**config.mk**
```make
export PLATFORM = sky130hd
export DESIGN_NAME = apufcm_top
export DESIGN_NICKNAME = d
export VERILOG_FILES = /design/src/apufcm_pkg.sv /design/src/apufcm_lane_if.sv /design/src/apufcm_top.sv /design/src/apufcm_lane.sv
export VERILOG_INCLUDE_DIRS = /design/src /design/src/src
export SDC_FILE = /design/constraint.sdc
export NUM_CORES = 1
export LEC_CHECK = 0
export BUFFER_PORTS_ARGS = -buffer_cell sky130_fd_sc_hd__clkbuf_2
export CAP_MARGIN = 0
export CELL_PAD_IN_SITES_DETAIL_PLACEMENT = 2
export CELL_PAD_IN_SITES_GLOBAL_PLACEMENT = 2
export CORE_MARGIN = 4
export CORE_UTILIZATION = 31
export CTS_CLUSTER_SIZE = 12
export DETAILED_ROUTE_END_ITERATION = 10
export PLACE_DENSITY_LB_ADDON = 0.1
export RECOVER_POWER = 25
export SETUP_SLACK_MARGIN = 0.4
export SYNTH_ARGS = -nofsm -noshare
export SYNTH_HDL_FRONTEND = slang
export SYNTH_SLANG_ARGS = --single-unit
```
**constraint.sdc**
```tcl
create_clock -name clk_sys -period 2.35 [get_ports clk_sys]
set_clock_uncertainty 0.1 [all_clocks]
set_input_delay 0.47 -clock clk_sys [delete_from_list [all_inputs] [get_ports clk_sys]]
set_output_delay 0.47 -clock clk_sys [all_outputs]
set_load 0.1 [all_outputs]
```
**src/apufcm_defines.svh**
```systemverilog
// constants for the coprocessor load-with-update and user-defined instruction port
// What this block does
// - coprocessor target immediate is five bits, passed through unchanged.
// - sixteen user-defined instructions, each with and without condition update.
// - selector 0 means condition-modifying form, 1 means non-modifying form.
// - user-defined instructions carry three five-bit operand fields.
// - effective address is base plus index, base never replaced by zero.
// - words fetched at address with low two bits cleared; lane from low bits.
// - byte load delivers the addressed byte sign-extended to 32 bits.
// - halfword load delivers the addressed halfword sign-extended to 32 bits.
// - word load delivers the aligned word unmodified.
// - double load sends words at address and address plus four.
// - quad load sends four words at offsets zero, four, eight, twelve.
// - every load that raises no exception writes the effective address back into the base register.
// - data-storage exception on no-access zone in user mode with relocation.
// - translation-miss exception when relocation on and no valid entry matches.
// - reserved bits set or base field zero: undefined result, no program exception.
`ifndef APUFCM_DEFINES_SVH
`define APUFCM_DEFINES_SVH
`define APUFCM_WORD_STEP 32'h0000_0004
`define APUFCM_ALIGN_MASK 32'hFFFF_FFFC
`define APUFCM_WORDS_DOUBLE 2'h1
`define APUFCM_WORDS_QUAD 2'h3
`define APUFCM_WORDS_ONE 2'h0
`endif

```
**src/apufcm_pkg.sv**
```systemverilog
// types shared by the coprocessor port modules
package apufcm_pkg;
  typedef enum logic [2:0] {
    APUFCM_OP_UDI,
    APUFCM_OP_BYTE,
    APUFCM_OP_HALF,
    APUFCM_OP_WORD,
    APUFCM_OP_DOUBLE,
    APUFCM_OP_QUAD
  } apufcm_op_t;
endpackage

```
**src/apufcm_lane_if.sv**
```systemverilog
// carrier between the sequencer and the lane extractor
`timescale 1ns/1ps
interface apufcm_lane_if;
  import apufcm_pkg::*;
  logic [31:0] mem_word;
  logic [1:0] lane;
  apufcm_op_t op;
  logic [31:0] result;
  modport seq (output mem_word, output lane, output op, input result);
  modport ext (input mem_word, input lane, input op, output result);
endinterface

```
**src/apufcm_top.sv**
```systemverilog
// instruction sequencer for coprocessor loads with update and user-defined ops
`timescale 1ns/1ps
`include "apufcm_defines.svh"
module apufcm_top (
  // clock and reset
  input wire logic clk_sys,
  input wire logic rstn,
  // decoded instruction
  input wire logic ins_valid,
  output logic ins_ready,
  input wire apufcm_pkg::apufcm_op_t ins_op,
  input wire logic [3:0] ins_udi_num,
  input wire logic ins_rcn,
  input wire logic [4:0] ins_t,
  input wire logic [4:0] ins_a,
  input wire logic [4:0] ins_b,
  input wire logic ins_rsvd_nonzero,
  input wire logic [31:0] base_gpr,
  input wire logic [31:0] index_gpr,
  // translation and protection state
  input wire logic data_reloc_en,
  input wire logic user_mode,
  input wire logic tlb_hit,
  input wire logic zone_no_access,
  // memory read port
  output logic mem_req,
  output logic [31:0] mem_addr,
  input wire logic mem_ack,
  input wire logic [31:0] mem_rdata,
  // base register write back
  output logic gpr_wr_en,
  output logic [4:0] gpr_wr_idx,
  output logic [31:0] gpr_wr_data,
  // exceptions
  output logic exc_data_storage,
  output logic exc_tlb_miss,
  // coprocessor port
  output logic cop_valid,
  input wire logic cop_ready,
  output apufcm_pkg::apufcm_op_t cop_op,
  output logic [4:0] coproc_target_imm,
  output logic [4:0] cop_src_a,
  output logic [4:0] cop_src_b,
  output logic [3:0] cop_udi_num,
  output logic cop_cr_update,
  output logic [1:0] cop_word_idx,
  output logic [31:0] cop_data
);
  import apufcm_pkg::*;

  typedef enum logic [1:0] {ST_IDLE, ST_FETCH, ST_SEND, ST_WB} apufcm_state_t;

  apufcm_state_t state_r;
  logic [31:0] effective_address_r;
  logic [4:0] base_idx_r;
  logic [1:0] word_cnt_r;
  logic [1:0] last_word_r;
  logic [31:0] effective_address_nxt;
  logic tlb_fault;
  logic zone_fault;
  apufcm_lane_if lif ();

  apufcm_lane u_lane (
    .lif(lif)
  );

  assign effective_address_nxt = base_gpr + index_gpr;
  assign ins_ready = (state_r == ST_IDLE);
  assign tlb_fault = data_reloc_en && !tlb_hit;
  assign zone_fault = data_reloc_en && user_mode && zone_no_access;
  assign lif.mem_word = mem_rdata;
  assign lif.lane = effective_address_r[1:0];
  assign lif.op = cop_op;

  // instruction sequencing; invalid forms run as ordinary loads
  always_ff @(posedge clk_sys or negedge rstn) begin
    if (!rstn) begin
      state_r <= ST_IDLE;
      word_cnt_r <= 2'h0;
      last_word_r <= 2'h0;
    end else begin
      case (state_r)
        ST_IDLE: begin
          word_cnt_r <= 2'h0;
          if (ins_valid) begin
            if (ins_op == APUFCM_OP_UDI) begin
              state_r <= ST_SEND;
            end else begin
              state_r <= ST_FETCH;
            end
            case (ins_op)
              APUFCM_OP_DOUBLE: last_word_r <= `APUFCM_WORDS_DOUBLE;
              APUFCM_OP_QUAD: last_word_r <= `APUFCM_WORDS_QUAD;
              default: last_word_r <= `APUFCM_WORDS_ONE;
            endcase
          end
        end
        ST_FETCH: begin
          if (tlb_fault || zone_fault) begin
            state_r <= ST_IDLE;
          end else if (mem_ack) begin
            state_r <= ST_SEND;
          end
        end
        ST_SEND: begin
          // next word only after the coprocessor took this one
          if (cop_ready) begin
            if (cop_op == APUFCM_OP_UDI) begin
              state_r <= ST_IDLE;
            end else if (word_cnt_r == last_word_r) begin
              state_r <= ST_WB;
            end else begin
              word_cnt_r <= word_cnt_r + 2'h1;
              state_r <= ST_FETCH;
            end
          end
        end
        ST_WB: state_r <= ST_IDLE;
        default: state_r <= ST_IDLE;
      endcase
    end
  end

  // instruction fields held for the whole sequence
  always_ff @(posedge clk_sys or negedge rstn) begin
    if (!rstn) begin
      cop_op <= APUFCM_OP_UDI;
      coproc_target_imm <= 5'h00;
      cop_src_a <= 5'h00;
      cop_src_b <= 5'h00;
      cop_udi_num <= 4'h0;
      cop_cr_update <= 1'b0;
      base_idx_r <= 5'h00;
      effective_address_r <= 32'h0000_0000;
    end else if (state_r == ST_IDLE && ins_valid) begin
      cop_op <= ins_op;
      coproc_target_imm <= ins_t;
      cop_src_a <= ins_a;
      cop_src_b <= ins_b;
      cop_udi_num <= ins_udi_num;
      cop_cr_update <= (ins_op == APUFCM_OP_UDI) && !ins_rcn;
      base_idx_r <= ins_a;
      effective_address_r <= effective_address_nxt;
    end
  end

  // memory request, word address steps by four from the aligned address
  always_ff @(posedge clk_sys or negedge rstn) begin
    if (!rstn) begin
      mem_req <= 1'b0;
      mem_addr <= 32'h0000_0000;
    end else if (state_r == ST_IDLE && ins_valid && ins_op != APUFCM_OP_UDI) begin
      mem_req <= 1'b1;
      mem_addr <= effective_address_nxt & `APUFCM_ALIGN_MASK;
    end else if (state_r == ST_FETCH && (tlb_fault || zone_fault || mem_ack)) begin
      mem_req <= 1'b0;
    end else if (state_r == ST_SEND && cop_ready && cop_op != APUFCM_OP_UDI
                 && word_cnt_r != last_word_r) begin
      mem_req <= 1'b1;
      mem_addr <= mem_addr + `APUFCM_WORD_STEP;
    end
  end

  // coprocessor data word
  always_ff @(posedge clk_sys or negedge rstn) begin
    if (!rstn) begin
      cop_valid <= 1'b0;
      cop_data <= 32'h0000_0000;
      cop_word_idx <= 2'h0;
    end else if (state_r == ST_IDLE && ins_valid && ins_op == APUFCM_OP_UDI) begin
      cop_valid <= 1'b1;
      cop_data <= 32'h0000_0000;
      cop_word_idx <= 2'h0;
    end else if (state_r == ST_FETCH && !tlb_fault && !zone_fault && mem_ack) begin
      cop_valid <= 1'b1;
      cop_data <= lif.result;
      cop_word_idx <= word_cnt_r;
    end else if (state_r == ST_SEND && cop_ready) begin
      cop_valid <= 1'b0;
    end
  end

  // exceptions abort the instruction before any register is altered
  always_ff @(posedge clk_sys or negedge rstn) begin
    if (!rstn) begin
      exc_tlb_miss <= 1'b0;
      exc_data_storage <= 1'b0;
    end else begin
      exc_tlb_miss <= (state_r == ST_FETCH) && tlb_fault;
      exc_data_storage <= (state_r == ST_FETCH) && !tlb_fault && zone_fault;
    end
  end

  // base register update after the last word
  always_ff @(posedge clk_sys or negedge rstn) begin
    if (!rstn) begin
      gpr_wr_en <= 1'b0;
      gpr_wr_idx <= 5'h00;
      gpr_wr_data <= 32'h0000_0000;
    end else begin
      gpr_wr_en <= (state_r == ST_SEND) && cop_ready && cop_op != APUFCM_OP_UDI
                   && word_cnt_r == last_word_r;
      gpr_wr_idx <= base_idx_r;
      gpr_wr_data <= effective_address_r;
    end
  end
endmodule

```
**src/apufcm_lane.sv**
```systemverilog
// byte and halfword lane selection with sign extension
`timescale 1ns/1ps
module apufcm_lane (
  apufcm_lane_if.ext lif
);
  import apufcm_pkg::*;
  logic [7:0] byte_sel;
  logic [15:0] half_sel;
  always_comb begin
    // big-endian lanes: lane 0 is the most significant byte
    case (lif.lane)
      2'h0: byte_sel = lif.mem_word[31:24];
      2'h1: byte_sel = lif.mem_word[23:16];
      2'h2: byte_sel = lif.mem_word[15:8];
      default: byte_sel = lif.mem_word[7:0];
    endcase
    half_sel = lif.lane[1] ? lif.mem_word[15:0] : lif.mem_word[31:16];
    case (lif.op)
      APUFCM_OP_BYTE: lif.result = {{24{byte_sel[7]}}, byte_sel};
      APUFCM_OP_HALF: lif.result = {{16{half_sel[15]}}, half_sel};
      default: lif.result = lif.mem_word;
    endcase
  end
endmodule

```
### After elaboration in Yosys (flattened, before gate mapping)

Cells that the tools add are included.

* flip-flop bits (word level): 169
* output and inout port bits: 132
* logic and storage cells: 107

* $add $sub $neg: 3
* equal/unequal tests: 17
* multiplexer cells: 29
* reduce and logical (&&, ||, !) cells: 38

Operators by type and width (count)
* 2-to-1 mux 32 bit: 5
* one-hot mux 32 bit (2 select lines): 1
* adder 32 x 3 -> 32 bit, second input constant: 1
* adder 32 bit: 1
* 2-to-1 mux 2 bit: 12
* one-hot mux 8 bit (3 select lines): 1
* logical AND 1 bit: 17
* 2-to-1 mux 16 bit: 1
* nonzero test 3 bit: 4
* != test 2 bit, second input constant: 5
* one-hot mux 2 bit (2 select lines): 2
* one-hot mux 2 bit (4 select lines): 1
* == test 2 bit, second input constant: 3
* == test 3 bit, second input constant: 2
* zero test 3 bit: 2
* 2-to-1 mux 1 bit: 6
* nonzero test 2 bit: 3
* == test 2 x 1 -> 1 bit, second input constant: 2
* zero test 1 bit: 4
* zero test 2 bit: 2
* AND reduction 2 bit: 2
* AND reduction 4 bit: 1
* == test 3 x 1 -> 1 bit, second input constant: 1
* == test 3 x 2 -> 1 bit, second input constant: 1
* other kinds (6): 7

### Longest topological paths before layout

Gate-level depths: netlist of the first run.

* depth in word-level cells: 8
* gate-level depth with buffers: 9

### Modules after synthesis

A second synthesis of the first run with hierarchy kept.

* cells, all modules: 909
* area, all modules: 8852.2 um2

By module, submodules not included
* apufcm_top: instances 1, cells each 805, area each 8039.0 um2
* apufcm_lane: instances 1, cells each 104, area each 813.3 um2

### Least setup slack after synthesis of the first run

No wires, ideal clock.

* kind: flip-flop to flip-flop
* start point: register state_r[0]
* end point: register mem_addr[25]
* library setup time: 0.123 ns
* arrival time: 3.142 ns
* required time: 2.127 ns
* setup slack: -1.016 ns
* stages on the path, launching flop included: 9
* clock period less this slack: 3.366 ns
* path through: dfrtp_1 nor2_1 and2_1 clkbuf_1 nand2b_1 buf_2 or4_1 o31ai_1 nor2_1

RTL lines
* start: declaration: line apufcm_top.sv:53 `apufcm_state_t state_r;`
* start signal: assignment: line apufcm_top.sv:78 `state_r <= ST_IDLE;`
* start signal: assignment: line apufcm_top.sv:87 `state_r <= ST_SEND;`
* start signal: assignment: line apufcm_top.sv:89 `state_r <= ST_FETCH;`
* zero test 2 bit *
* net ins_ready: line apufcm_top.sv:10 `output logic ins_ready,`
* logical AND 1 bit * (2 in series): line apufcm_top.sv:152 `end else if (state_r == ST_IDLE && ins_valid && ins_op != APUFCM_OP_UDI) begin`
* != test 2 bit (no line) or nonzero test 2 bit (tied branches)
* AND reduction 2 bit (no line)
* end signal: assignment: line apufcm_top.sv:154 `` mem_addr <= effective_address_nxt & `APUFCM_ALIGN_MASK; ``
* end signal: assignment: line apufcm_top.sv:160 `` mem_addr <= mem_addr + `APUFCM_WORD_STEP; ``
* end: declaration: line apufcm_top.sv:27 `output logic [31:0] mem_addr,`

The timed path passes the listed nets; every way through them passes the cells marked *.
A chain may end at the register's enable or synchronous reset.

### Final worst setup path of the first run

* start point: input base_gpr[0]
* end point: register mem_addr[30]

* cells in the longest elaborated chain, start to end: 2

Ends and longest elaborated chain
* start: declaration: line apufcm_top.sv:18 `input wire logic [31:0] base_gpr,`
* adder 32 bit: line apufcm_top.sv:67 `assign effective_address_nxt = base_gpr + index_gpr;`
* 2-to-1 mux 32 bit: line apufcm_top.sv:152

No other way between the ends.

==> results of run 1 <==
==> placed cells by master (no fill, tap or decap), types with 19 or more instances in the layout <==
cell	Yosys	layout
sky130_fd_sc_hd__a21o_1	20	19
sky130_fd_sc_hd__a21oi_1	40	28
sky130_fd_sc_hd__buf_4	2	168
sky130_fd_sc_hd__buf_6	0	46
sky130_fd_sc_hd__clkbuf_16	0	23
sky130_fd_sc_hd__clkbuf_2	0	228
sky130_fd_sc_hd__dfrtp_1	167	141
sky130_fd_sc_hd__ha_1	32	24
sky130_fd_sc_hd__inv_1	19	19
sky130_fd_sc_hd__nand2_1	211	199
sky130_fd_sc_hd__nor2_1	56	49
sky130_fd_sc_hd__nor3_1	22	19
sky130_fd_sc_hd__o21ai_0	98	31
sky130_fd_sc_hd__o21ai_1	5	32
sky130_fd_sc_hd__o21ai_2	0	40
==> state kept, by name (all words and copies together), names as in the netlist, 5 cells and up <==
signal	count
cop_data	32
effective_address_r	32
gpr_wr_data	32
mem_addr	30
base_idx_r	5
cop_src_b	5
coproc_target_imm	5
gpr_wr_idx	5
==> metal layers <==
layer | global-route usage (%) | wire length, µm
met1 | 32.2 | 20000
met2 | 44.4 | 25800
met3 | 3.80 | 2030
met4 | 8.19 | 1810
met5 | 0 | 0
==> cells by family after synthesis <==
family | Yosys count | synth area share, %
other | 1 | 0.0412
AOI/OAI and AO/OA | 253 | 18.0
adders and majority gates | 33 | 4.62
DFF | 167 | 45.9
and+or+nand+nor | 399 | 20.7
muxes | 20 | 3.31
xor gates and xnor gates | 46 | 4.43
buffers and inverters | 70 | 3.02
==> per-stage QoR <==
step	area, µm²	setup WS, ns
6_report	14400	-0.392
5_1_grt	14400	-0.440
4_1_cts	13700	-0.165
3_5_place_dp	12300	-0.704
3_3_place_gp	12300	-0.591
2_1_floorplan	9530	-0.330
==> path summary, 6_finish.rpt <==
kind | startpoint | cells past startpoint | end | slack (ns)
max | base_gpr[0] | 11 | mem_addr[30]$_DFFE_PN0P_ | -0.39
min reg2reg | effective_address_r[25]$_DFFE_PN0P_ | 0 | gpr_wr_data[25]$_DFF_PN0_ | 0.28
max in group asynchronous | rstn | 3 | cop_op[2]$_DFFE_PN0P_ | 0.24
min | tlb_hit | 2 | exc_tlb_miss$_DFF_PN0_ | 0.11
max reg2reg | effective_address_r[1]$_DFFE_PN0P_ | 6 | cop_data[4]$_DFFE_PN0P_ | -0.17
min in group asynchronous | rstn | 2 | mem_addr[18]$_DFFE_PN0P_ | 0.62
==> timing repair <==
item                                   CTS  global route
setup endpoints to repair               96            97
pin swaps                               70            79
hold buffers                             1             0
resized for setup                      137           116
gates cloned                             1             5
endpoints found under the hold margin   33             0
setup buffers                           25            24
==> power by group through the flow <==
stage               sequential [mW]  combinational [mW]  clock (mW)
floorplan                      12.6                3.23           0
global placement               5.26                13.6           0
detailed placement             5.33                13.8           0
CTS                            5.30                14.6        3.08
global route                   5.60                16.3        3.25
finish                         5.48                15.7        3.08
==> final cells by class <==
| cell class | instances | area, µm² | share of cell area (%) |
|---|---|---|---|
| well taps | 384 | 480 | 3.33 |
| clock buffers | 20 | 447 | 3.09 |
| inverters | 19 | 71.3 | 0.494 |
| diodes | 1 | 2.50 | 0.0173 |
| flip-flops and latches | 167 | 4230 | 29.3 |
| multi-input cells | 753 | 5590 | 38.7 |
| repair buffers | 481 | 3440 | 23.9 |
| clock inverters | 12 | 166 | 1.15 |
==> reports/qor.log, run 1 <==
INFO  status         outcome=finished, violations left
INFO  status         violated_checks=negative setup slack
INFO  power          net_switching_power=14.7mW
INFO  clock_network  cts.sinks=167
INFO  clock_network  max-clock-path-buffers=2
INFO  final_layout   area_delta_synth_final=58.6%
INFO  placed_design  place.port_buffers=257
INFO  grt            grt_start_max_net_pins=69
INFO  grt            antenna_found_initial=0
INFO  final_layout   instances_no_fill=1837
INFO  sta            rsz0062_at_grt=true
INFO  grt            grt_pass1_vias=10686
INFO  sta            setup_viol_count_final=74
INFO  critical_path  path_class=in2reg
INFO  drt            routed_wire_length_per_instance=27.1µm
INFO  floorplanning  floorplan.core_area=28900µm²
INFO  sta            finalHoldWorstSlack=0.114ns
INFO  sta            timing.max_slew.rel_slack=9.83%
INFO  floorplanning  die_w=179µm
INFO  clock_network  clock_transition_time_at_the_flip_flop_clock_pins_of_the_worst_setup_and_hold_paths=0.07ns
INFO  clock_network  root_buffer=sky130_fd_sc_hd__clkbuf_16
INFO  logic_synthesis post-synth-top-area-cell=sky130_fd_sc_hd__dfrtp_1
INFO  drt            vias_per_cell=5.48
INFO  critical_path  timing.critical_path.slowest_stage_cell=sky130_fd_sc_hd__fa_2
INFO  clock_network  clock_tree.htree_level_count=4
INFO  logic_synthesis synth_edf_count=0
INFO  drt            drt_drc_violations_left=0
INFO  critical_path  critPathLaunchType=primary input
INFO  logic_synthesis yosys.cell_count.top_type=sky130_fd_sc_hd__nand2_1
INFO  drt            postRouteWirelength=49.7mm
INFO  logic_synthesis synth_flop_cell=sky130_fd_sc_hd__dfrtp_1
INFO  final_layout   fin_util=50.0%
INFO  floorplanning  floorplan.initialDensity=31.5%
INFO  sta            timing.final.crit_share=117%
INFO  critical_path  worst_path_dominant_cell_family=compound AO/OA/AOI/OAI gates
INFO  power          cell_internal_pwr=9.54mW
INFO  floorplanning  num_rows=62
INFO  power          switching_share=60.7%
INFO  logic_synthesis yosys-top-cells-count=211 x sky130_fd_sc_hd__nand2_1, 167 x sky130_fd_sc_hd__dfrtp_1, 98 x sky130_fd_sc_hd__o21ai_0
INFO  logic_synthesis synth-seq-area-share=45.9%
INFO  critical_path  critPathMaxFanout=3
INFO  logic_synthesis postSynth.asyncResetShare=100%
INFO  power          total_leakage_power=6.97nW
INFO  power          clock_power_share=12.7%
INFO  logic_synthesis synth.area.top_cells=sky130_fd_sc_hd__dfrtp_1 46%, sky130_fd_sc_hd__nand2_1 8.7%, sky130_fd_sc_hd__o21ai_0 5.4%
INFO  logic_synthesis synthCells=989
INFO  sta            report.final.hold_viol_count=0
INFO  drt            dr.first_iter.drc_count=705
INFO  final_layout   design.final.nets=1601
INFO  clock_network  cts_inserted_buffers=17
INFO  sta            worst-slew-pin-transition=1.35ns
INFO  floorplanning  die_y=179µm
INFO  grt            grt_first_pass_wirelength=62.9mm
INFO  logic_synthesis count_of_state_elements_after_synthesis=167
INFO  placed_design  post-place-cells=1748
INFO  grt            grt_resource_usage_total=25.3%
INFO  clock_network  tritoncts_clock_tree=built
INFO  logic_synthesis synth.top_cell.area_share=45.9%
INFO  critical_path  crit_path_end_kind=flop
INFO  logic_synthesis yosysWarningCount=0
INFO  drt            dr_vias=10068
INFO  drt            ant_nets=0
INFO  grt            overflow=0
INFO  sta            timing.final.max_slew_violations=0
INFO  floorplanning  die-area=32200µm²
INFO  power          power=24.3mW
INFO  sta            fmax=0.365GHz
INFO  placed_design  routabilityCongestion=0.863
INFO  power          power.sequential.fraction=22.6%
INFO  drt            detailedRoute.firstPassIterationCount=5
INFO  critical_path  crit_arrival=2.93ns
INFO  flow_run       max_capacitance_violation_count=0
INFO  sta            finalCriticalPeriod=2.74ns
INFO  clock_network  insertion_delay=0.45ns
INFO  power          p_comb_share=64.7%
INFO  final_layout   final_layout_size_suffix_gt1_share=48.3%
INFO  worst_hold_path timing.hold.worst.class=in2reg
INFO  critical_path  critical_path.cell_chain=buf_8 > ha_4 > fa_2 > a211oi_4 > nor4_2 > o2111ai_1 > o311a_1 > a21oi_1 > xnor2_1 > buf_4 > a221oi_1
INFO  power          power.density_cell_area=1680nW/µm²
INFO  placed_design  detail_placement_hpwl=28.5mm
INFO  critical_path  timing.critical_path.required=2.54ns
INFO  floorplanning  io_pins=261
INFO  logic_synthesis yosys.cell_types.count=82
INFO  critical_path  worst-path-buf-inv=2
INFO  sta            tns=-8.72ns
INFO  power          highest_ir_drop_seen_on_vdd=0.917mV
INFO  critical_path  critical-path-max-stage-delay=0.43ns
INFO  logic_synthesis netlist_area=9100µm²
INFO  logic_synthesis avgSynthCellArea=9.20µm²
INFO  sta            post-route-worst-setup-slack=-0.392ns
INFO  final_layout   number_of_filler_cells_placed_in_the_layout=3048
No activity file was read; power rests on OpenSTA's default activity.
==> inputs of run 2 (changes only) <==
--- a/config.mk
+++ b/config.mk
@@ -11,7 +11,7 @@
 export CELL_PAD_IN_SITES_DETAIL_PLACEMENT = 2
 export CELL_PAD_IN_SITES_GLOBAL_PLACEMENT = 2
 export CORE_MARGIN = 4
-export CORE_UTILIZATION = 31
+export CORE_UTILIZATION = 28
 export CTS_CLUSTER_SIZE = 12
 export DETAILED_ROUTE_END_ITERATION = 10
 export PLACE_DENSITY_LB_ADDON = 0.1
==> constraint.sdc (replaced) <==
create_clock -name clk_sys -period 2.4 [get_ports clk_sys]
set_clock_uncertainty 0.1 [all_clocks]
set_input_delay 0.48 -clock clk_sys [delete_from_list [all_inputs] [get_ports clk_sys]]
set_output_delay 0.48 -clock clk_sys [all_outputs]
set_load 0.1 [all_outputs]
==> reports/qor.log, run 2 (synthesis results as in run 1) <==
INFO  status         outcome=finished, violations left
INFO  floorplanning  die_w=188µm
INFO  sta            finalCriticalPeriod=2.64ns
INFO  final_layout   most_frequent_standard_cell_in_the_layout_excluding_fill_and_tap_cells=sky130_fd_sc_hd__clkbuf_2
INFO  drt            dr.first_iter.drc_count=308
INFO  critical_path  crit_path_end_kind=flop
INFO  sta            fmax=0.379GHz
INFO  final_layout   design.final.nets=1588
INFO  final_layout   registers_with_the_most_flip_flops=cop_data (32), effective_address_r (32), gpr_wr_data (32)
INFO  floorplanning  die_y=188µm
INFO  sta            report.final.hold_viol_count=0
INFO  sta            timing.final.crit_share=110%
INFO  critical_path  r2r_setup_slack=0.09ns
INFO  floorplanning  die-area=35500µm²
INFO  grt            antenna_found_initial=0
INFO  final_layout   finish.instance_area=14100µm²
INFO  sta            timing.final.max_slew_violations=0
INFO  final_layout   fin_util=44.4%
INFO  worst_hold_path timing.hold.worst.class=in2reg
INFO  drt            vias_per_cell=4.98
INFO  placed_design  routabilityCongestion=0.802
INFO  floorplanning  num_rows=65
INFO  power          total_leakage_power=6.79nW
INFO  grt            grt_first_pass_wirelength=59.8mm
INFO  floorplanning  io_pins=261
INFO  critical_path  crit_arrival=2.85ns
INFO  sta            timing.max_slew.rel_slack=10.5%
INFO  clock_network  cts.sinks=167
INFO  drt            postRouteWirelength=40.2mm
INFO  placed_design  postPlaceCellArea=12400µm²
INFO  power          highest_ir_drop_seen_on_vdd=0.813mV
INFO  grt            grt_resource_usage_total=21.2%
INFO  clock_network  insertion_delay=0.44ns
INFO  drt            drt_drc_violations_left=0
INFO  flow_run       max_capacitance_violation_count=0
INFO  drt            dr_vias=9331
INFO  critical_path  startpoint_of_the_worst_setup_timing_path=base_gpr[0]
INFO  status         violated_checks=negative setup slack
INFO  critical_path  critPathMaxFanout=2
INFO  final_layout   most-common-layout-cells=242 x sky130_fd_sc_hd__clkbuf_2, 198 x sky130_fd_sc_hd__nand2_1, 171 x sky130_fd_sc_hd__buf_4
INFO  clock_network  tritoncts_clock_tree=built
INFO  final_layout   final_layout_size_suffix_gt1_share=47.3%
INFO  final_layout   instances_no_fill=1874
INFO  clock_network  clock_tree.htree_level_count=4
INFO  critical_path  worst_setup_path_endpoint=effective_address_r[28]$_DFFE_PN0P_
INFO  critical_path  path_class=in2reg
INFO  sta            rsz0062_at_grt=true
INFO  floorplanning  floorplan.core_area=31800µm²
INFO  clock_network  root_buffer=sky130_fd_sc_hd__clkbuf_16
INFO  worst_hold_path min_from=ins_udi_num[0]
INFO  grt            grt_pass1_vias=10218
INFO  grt            overflow=0
INFO  critical_path  timing.critical_path.required=2.62ns
INFO  drt            ant_nets=0
INFO  floorplanning  floorplan.initialDensity=28.6%
INFO  placed_design  detail_placement_hpwl=29.2mm
INFO  sta            post-route-worst-setup-slack=-0.235ns
INFO  critical_path  ff2ff_path_depth=7
INFO  critical_path  endpoint_of_the_most_critical_register_to_register_path=mem_addr[22]$_DFFE_PN0P_
INFO  drt            detailedRoute.firstPassIterationCount=4
INFO  power          power.density_cell_area=1580nW/µm²
INFO  final_layout   antenna_cells=0
INFO  clock_network  max-clock-path-buffers=2
INFO  critical_path  critPathLaunchType=primary input
INFO  placed_design  place.port_buffers=257
INFO  clock_network  cts_inserted_buffers=17
INFO  grt            grt_start_max_net_pins=64
INFO  clock_network  clock_transition_time_at_the_flip_flop_clock_pins_of_the_worst_setup_and_hold_paths=0.07ns
INFO  critical_path  regToRegStartpoint=last_word_r[0]$_DFFE_PN0P_
INFO  placed_design  post-place-cells=1800
INFO  sta            setup_viol_count_final=19
INFO  final_layout   area_delta_synth_final=55.3%
INFO  sta            worst-slew-pin-transition=1.34ns
INFO  drt            routed_wire_length_per_instance=21.4µm
[run 2: worst min-delay path by stage]
stage / endpoint / slack [ns] / depth (start not counted)
after floorplan: base_idx_r[0]$_DFFE_PN0P_ / 0.08 / 0
after global routing: coproc_target_imm[0]$_DFFE_PN0P_ / 0.13 / 3
after detailed placement: gpr_wr_data[3]$_DFF_PN0_ / 0.26 / 0
final: cop_udi_num[0]$_DFFE_PN0P_ / 0.13 / 3
after global placement: gpr_wr_data[4]$_DFF_PN0_ / 0.26 / 0
after CTS: cop_udi_num[0]$_DFFE_PN0P_ / 0.12 / 3
[run 2: final cells by class]
| cell class | instances | area (µm²) |
|---|---|---|
| tap | 435 | 544 |
| timing repair buffer | 468 | 3140 |
| clock buffer | 19 | 433 |
| fill | 3475 | 17700 |
| inverter | 19 | 71.3 |
| clock inverter | 13 | 145 |
| multi-input combinational | 753 | 5570 |
| sequential | 167 | 4230 |
[run 2: where the power goes]
group	internal [mW]	switching (mW)	leakage [nW]	total (mW)
clock	1.55	1.23	0.280	2.78
sequential	4.19	1.00	2.05	5.20
combinational	3.12	11.2	4.46	14.4
total	8.86	13.5	6.79	22.3
[run 2: worst max-delay path, stage by stage]
cell and delay [ns]:
sky130_fd_sc_hd__buf_6 0.10, sky130_fd_sc_hd__ha_4 0.16, sky130_fd_sc_hd__fa_2 0.40, sky130_fd_sc_hd__a211oi_4 0.29, sky130_fd_sc_hd__buf_4 0.18, sky130_fd_sc_hd__nor4_4 0.05, sky130_fd_sc_hd__nor4_4 0.24, sky130_fd_sc_hd__o31ai_4 0.10
sky130_fd_sc_hd__a31oi_2 0.23, sky130_fd_sc_hd__or4b_1 0.48, sky130_fd_sc_hd__o311ai_1 0.13
[run 2: what timing repair did]
item	in CTS	in global routing
hold endpoints to repair	41	0
endpoints found under the setup margin	82	88
pin swaps	47	52
cloned	0	1
hold buffers	1	0
setup buffers	22	18
resized for setup	103	110
[run 2: per-layer routing]
layer  GRT usage (%)  wire length, µm
met5               0                0
met4            5.02              964
met3            2.89             1200
met1            27.5            17200
met2            37.7            20800
[run 2: metrics by stage]
stage / TNS [ns] / total power, mW / setup slack [ns] / hold slack [ns]
after global placement: -17.87 / 18.5 / -0.649 / 0.261
final: -1.27 / 22.3 / -0.235 / 0.130
after floorplan: -2.18 / 15.5 / -0.290 / 0.0844
after detailed placement: -21.42 / 18.8 / -0.703 / 0.261
after CTS: -0.0786 / 22.1 / -0.0247 / 0.116
after global routing: -3.96 / 23.4 / -0.269 / 0.127
==> inputs of run 3 (changes only) <==
--- a/config.mk
+++ b/config.mk
@@ -6,14 +6,14 @@
 export SDC_FILE = /design/constraint.sdc
 export NUM_CORES = 1
 export LEC_CHECK = 0
-export BUFFER_PORTS_ARGS = -buffer_cell sky130_fd_sc_hd__clkbuf_2
 export CAP_MARGIN = 0
 export CELL_PAD_IN_SITES_DETAIL_PLACEMENT = 2
 export CELL_PAD_IN_SITES_GLOBAL_PLACEMENT = 2
 export CORE_MARGIN = 4
-export CORE_UTILIZATION = 28
+export CORE_UTILIZATION = 34
 export CTS_CLUSTER_SIZE = 12
 export DETAILED_ROUTE_END_ITERATION = 10
+export DONT_BUFFER_PORTS = 1
 export PLACE_DENSITY_LB_ADDON = 0.1
 export RECOVER_POWER = 25
 export SETUP_SLACK_MARGIN = 0.4
==> reports/qor.log, run 3 (synthesis results as in run 1) <==
INFO  floorplanning  die_w=172µm
INFO  clock_network  clock_tree.htree_level_count=4
INFO  power          total_leakage_power=6.40nW
INFO  power          power.density_cell_area=1730nW/µm²
INFO  drt            dr.first_iter.drc_count=785
INFO  power          highest_ir_drop_seen_on_vdd=0.708mV
INFO  grt            grt_first_pass_wirelength=60.0mm
INFO  drt            vias_per_cell=5.90
INFO  sta            timing.max_slew.rel_slack=54.6%
INFO  sta            report.final.hold_viol_count=167
INFO  final_layout   multiInputGateArea=5750µm²
INFO  grt            grt_resource_usage_total=26.5%
INFO  drt            postRouteWirelength=49.4mm
INFO  floorplanning  num_rows=59
INFO  power          power=24.0mW
INFO  grt            overflow=0
INFO  grt            antenna_found_initial=0
INFO  floorplanning  floorplan.initialDensity=34.7%
INFO  placed_design  detail_placement_hpwl=27.3mm
INFO  drt            routed_wire_length_per_instance=30.2µm
INFO  final_layout   final_layout_size_suffix_gt1_share=44.6%
INFO  critical_path  crit_arrival=2.85ns
INFO  sta            rsz0062_at_grt=true
INFO  final_layout   area_delta_synth_final=52.6%
INFO  floorplanning  die_y=172µm
INFO  sta            fmax=0.380GHz
INFO  critical_path  critical-path-top-cell-by-count=sky130_fd_sc_hd__buf_4
INFO  worst_hold_path timing.hold.worst.class=in2async
INFO  floorplanning  die-area=29500µm²
INFO  floorplanning  io_pins=261
INFO  sta            setup_viol_count_final=18
INFO  final_layout   finish.instance_area=13900µm²
INFO  critical_path  path_class=in2reg
INFO  critical_path  critPathLaunchType=primary input
INFO  final_layout   fin_util=53.0%
INFO  clock_network  cts.sinks=167
INFO  final_layout   antenna_cells=0
INFO  placed_design  postPlaceCellArea=11700µm²
INFO  clock_network  root_buffer=sky130_fd_sc_hd__clkbuf_16
INFO  sta            post-route-worst-setup-slack=-0.229ns
INFO  drt            drt_drc_violations_left=0
INFO  sta            finalHoldWorstSlack=-0.381ns
INFO  placed_design  routabilityCongestion=0.821
INFO  final_layout   design.final.nets=1450
INFO  grt            grt_pass1_vias=9997
INFO  status         violated_checks=negative hold slack, negative setup slack
INFO  grt            grt_start_max_net_pins=168
INFO  critical_path  timing.critical_path.slowest_stage_cell=sky130_fd_sc_hd__ha_2
INFO  clock_network  insertion_delay=0.45ns
INFO  sta            timing.final.max_slew_violations=0
INFO  drt            dr_vias=9659
INFO  clock_network  ctsHoldBuffers=1
INFO  final_layout   most_frequent_standard_cell_in_the_layout_excluding_fill_and_tap_cells=sky130_fd_sc_hd__buf_4
INFO  clock_network  clock_transition_time_at_the_flip_flop_clock_pins_of_the_worst_setup_and_hold_paths=0.08ns
INFO  drt            ant_nets=0
INFO  critical_path  crit_path_end_kind=flop
INFO  critical_path  critical_path.cell_chain=ha_2 > buf_4 > nand4_1 > nor2_2 > o2111ai_2 > o311a_4 > and2_4 > buf_4 > and3_1 > or3_1
INFO  critical_path  timing.critical_path.required=2.62ns
INFO  status         outcome=finished, violations left
INFO  drt            detailedRoute.firstPassIterationCount=6
INFO  flow_run       max_capacitance_violation_count=0
INFO  sta            worst-slew-pin-transition=0.678ns
INFO  final_layout   number_of_filler_cells_placed_in_the_layout=2633
INFO  placed_design  place.port_buffers=0
INFO  clock_network  max-clock-path-buffers=2
INFO  final_layout   sequential_cell_area=4230µm²
INFO  final_layout   registers_with_the_most_flip_flops=cop_data (32), effective_address_r (32), gpr_wr_data (32)
INFO  sta            finalCriticalPeriod=2.63ns
INFO  critical_path  critPathMaxFanout=5
INFO  clock_network  cts_inserted_buffers=17
INFO  final_layout   most-common-layout-cells=278 x sky130_fd_sc_hd__buf_4, 200 x sky130_fd_sc_hd__nand2_1, 141 x sky130_fd_sc_hd__dfrtp_1
INFO  sta            timing.final.crit_share=110%
INFO  critical_path  critical-path-max-stage-delay=0.39ns
INFO  floorplanning  floorplan.core_area=26200µm²
INFO  clock_network  tritoncts_clock_tree=built
[run 3: cell types whose count changed in the layout (fill, tap and decap cells not counted), moves of 4 or more]
cell and delta:
sky130_fd_sc_hd__clkbuf_2 -242, sky130_fd_sc_hd__buf_4 +107, sky130_fd_sc_hd__o21ai_2 +11, sky130_fd_sc_hd__o21ai_1 -9, sky130_fd_sc_hd__buf_12 +8, sky130_fd_sc_hd__buf_2 -4
sky130_fd_sc_hd__clkbuf_1 -4, sky130_fd_sc_hd__xnor2_2 +4, sky130_fd_sc_hd__xor2_1 -4, sky130_fd_sc_hd__xor2_2 +4
[run 3: final timing paths]
check,depth (start not counted),to,start,slack (ns)
max,10,effective_address_r[26]$_DFFE_PN0P_,index_gpr[12],-0.23
min,0,gpr_wr_data[18]$_DFF_PN0_,rstn,-0.38
max reg2reg,9,mem_addr[25]$_DFFE_PN0P_,word_cnt_r[0]$_DFFE_PN0P_,-0.19
min reg2reg,0,gpr_wr_data[11]$_DFF_PN0_,effective_address_r[11]$_DFFE_PN0P_,0.27
max in group asynchronous,0,cop_op[0]$_DFFE_PN0P_,rstn,2.25
min in group clk_sys,1,cop_cr_update$_DFFE_PN0P_,ins_rcn,0.03
[run 3: through the flow]
stage | std cells | TNS (ns) | worst slack [ns] | hold WS (ns)
finish | 1636 | -1.78 | -0.229 | -0.381
global route | 1636 | -3.18 | -0.269 | -0.395
floorplan | 990 | -2.18 | -0.290 | 0.0844
CTS | 1605 | 0 | 0.0206 | -0.390
global placement | 1551 | -11.67 | -0.420 | 0.0922
detailed placement | 1551 | -14.54 | -0.493 | 0.0915
[run 3: critical path, delay by kind of cell]
kind	cells	cell delay (ns)
AND/OR/NAND/NOR	5	1.17
adder cells (fa/ha/maj)	1	0.39
AO/OA/AOI/OAI	2	0.50
buffers and inverters	2	0.31
[run 3: what timing repair did]
| item | CTS | global route |
|---|---|---|
| resized for setup | 81 | 149 |
| endpoints found under the setup margin | 85 | 91 |
| pin swaps | 39 | 82 |
| endpoints found under the hold margin | 168 | 167 |
| setup buffers | 20 | 27 |
| gates cloned | 1 | 4 |
[run 3: layout make-up]
cell class                 count  area share [%]
inverter                      19           0.513
timing repair buffer         330            20.2
multi-input combinational    753            41.4
sequential                   167            30.4
clock inverter                15            1.32
clock buffer                  17            3.06
tap                          335            3.02
[run 3: layer usage]
layer	wire (µm)	track usage (%)	vias up
li1	-	-	4073
met1	19300	32.7	4985
met2	25000	46.3	465
met3	2950	5.70	136
met4	2090	8.06	0
met5	0	0	-
[run 3: report_power, final]
part | total (mW) | internal, mW | switching, mW
combinational | 16.0 | 3.80 | 12.2
sequential | 5.06 | 4.18 | 0.871
clock | 2.94 | 1.50 | 1.45
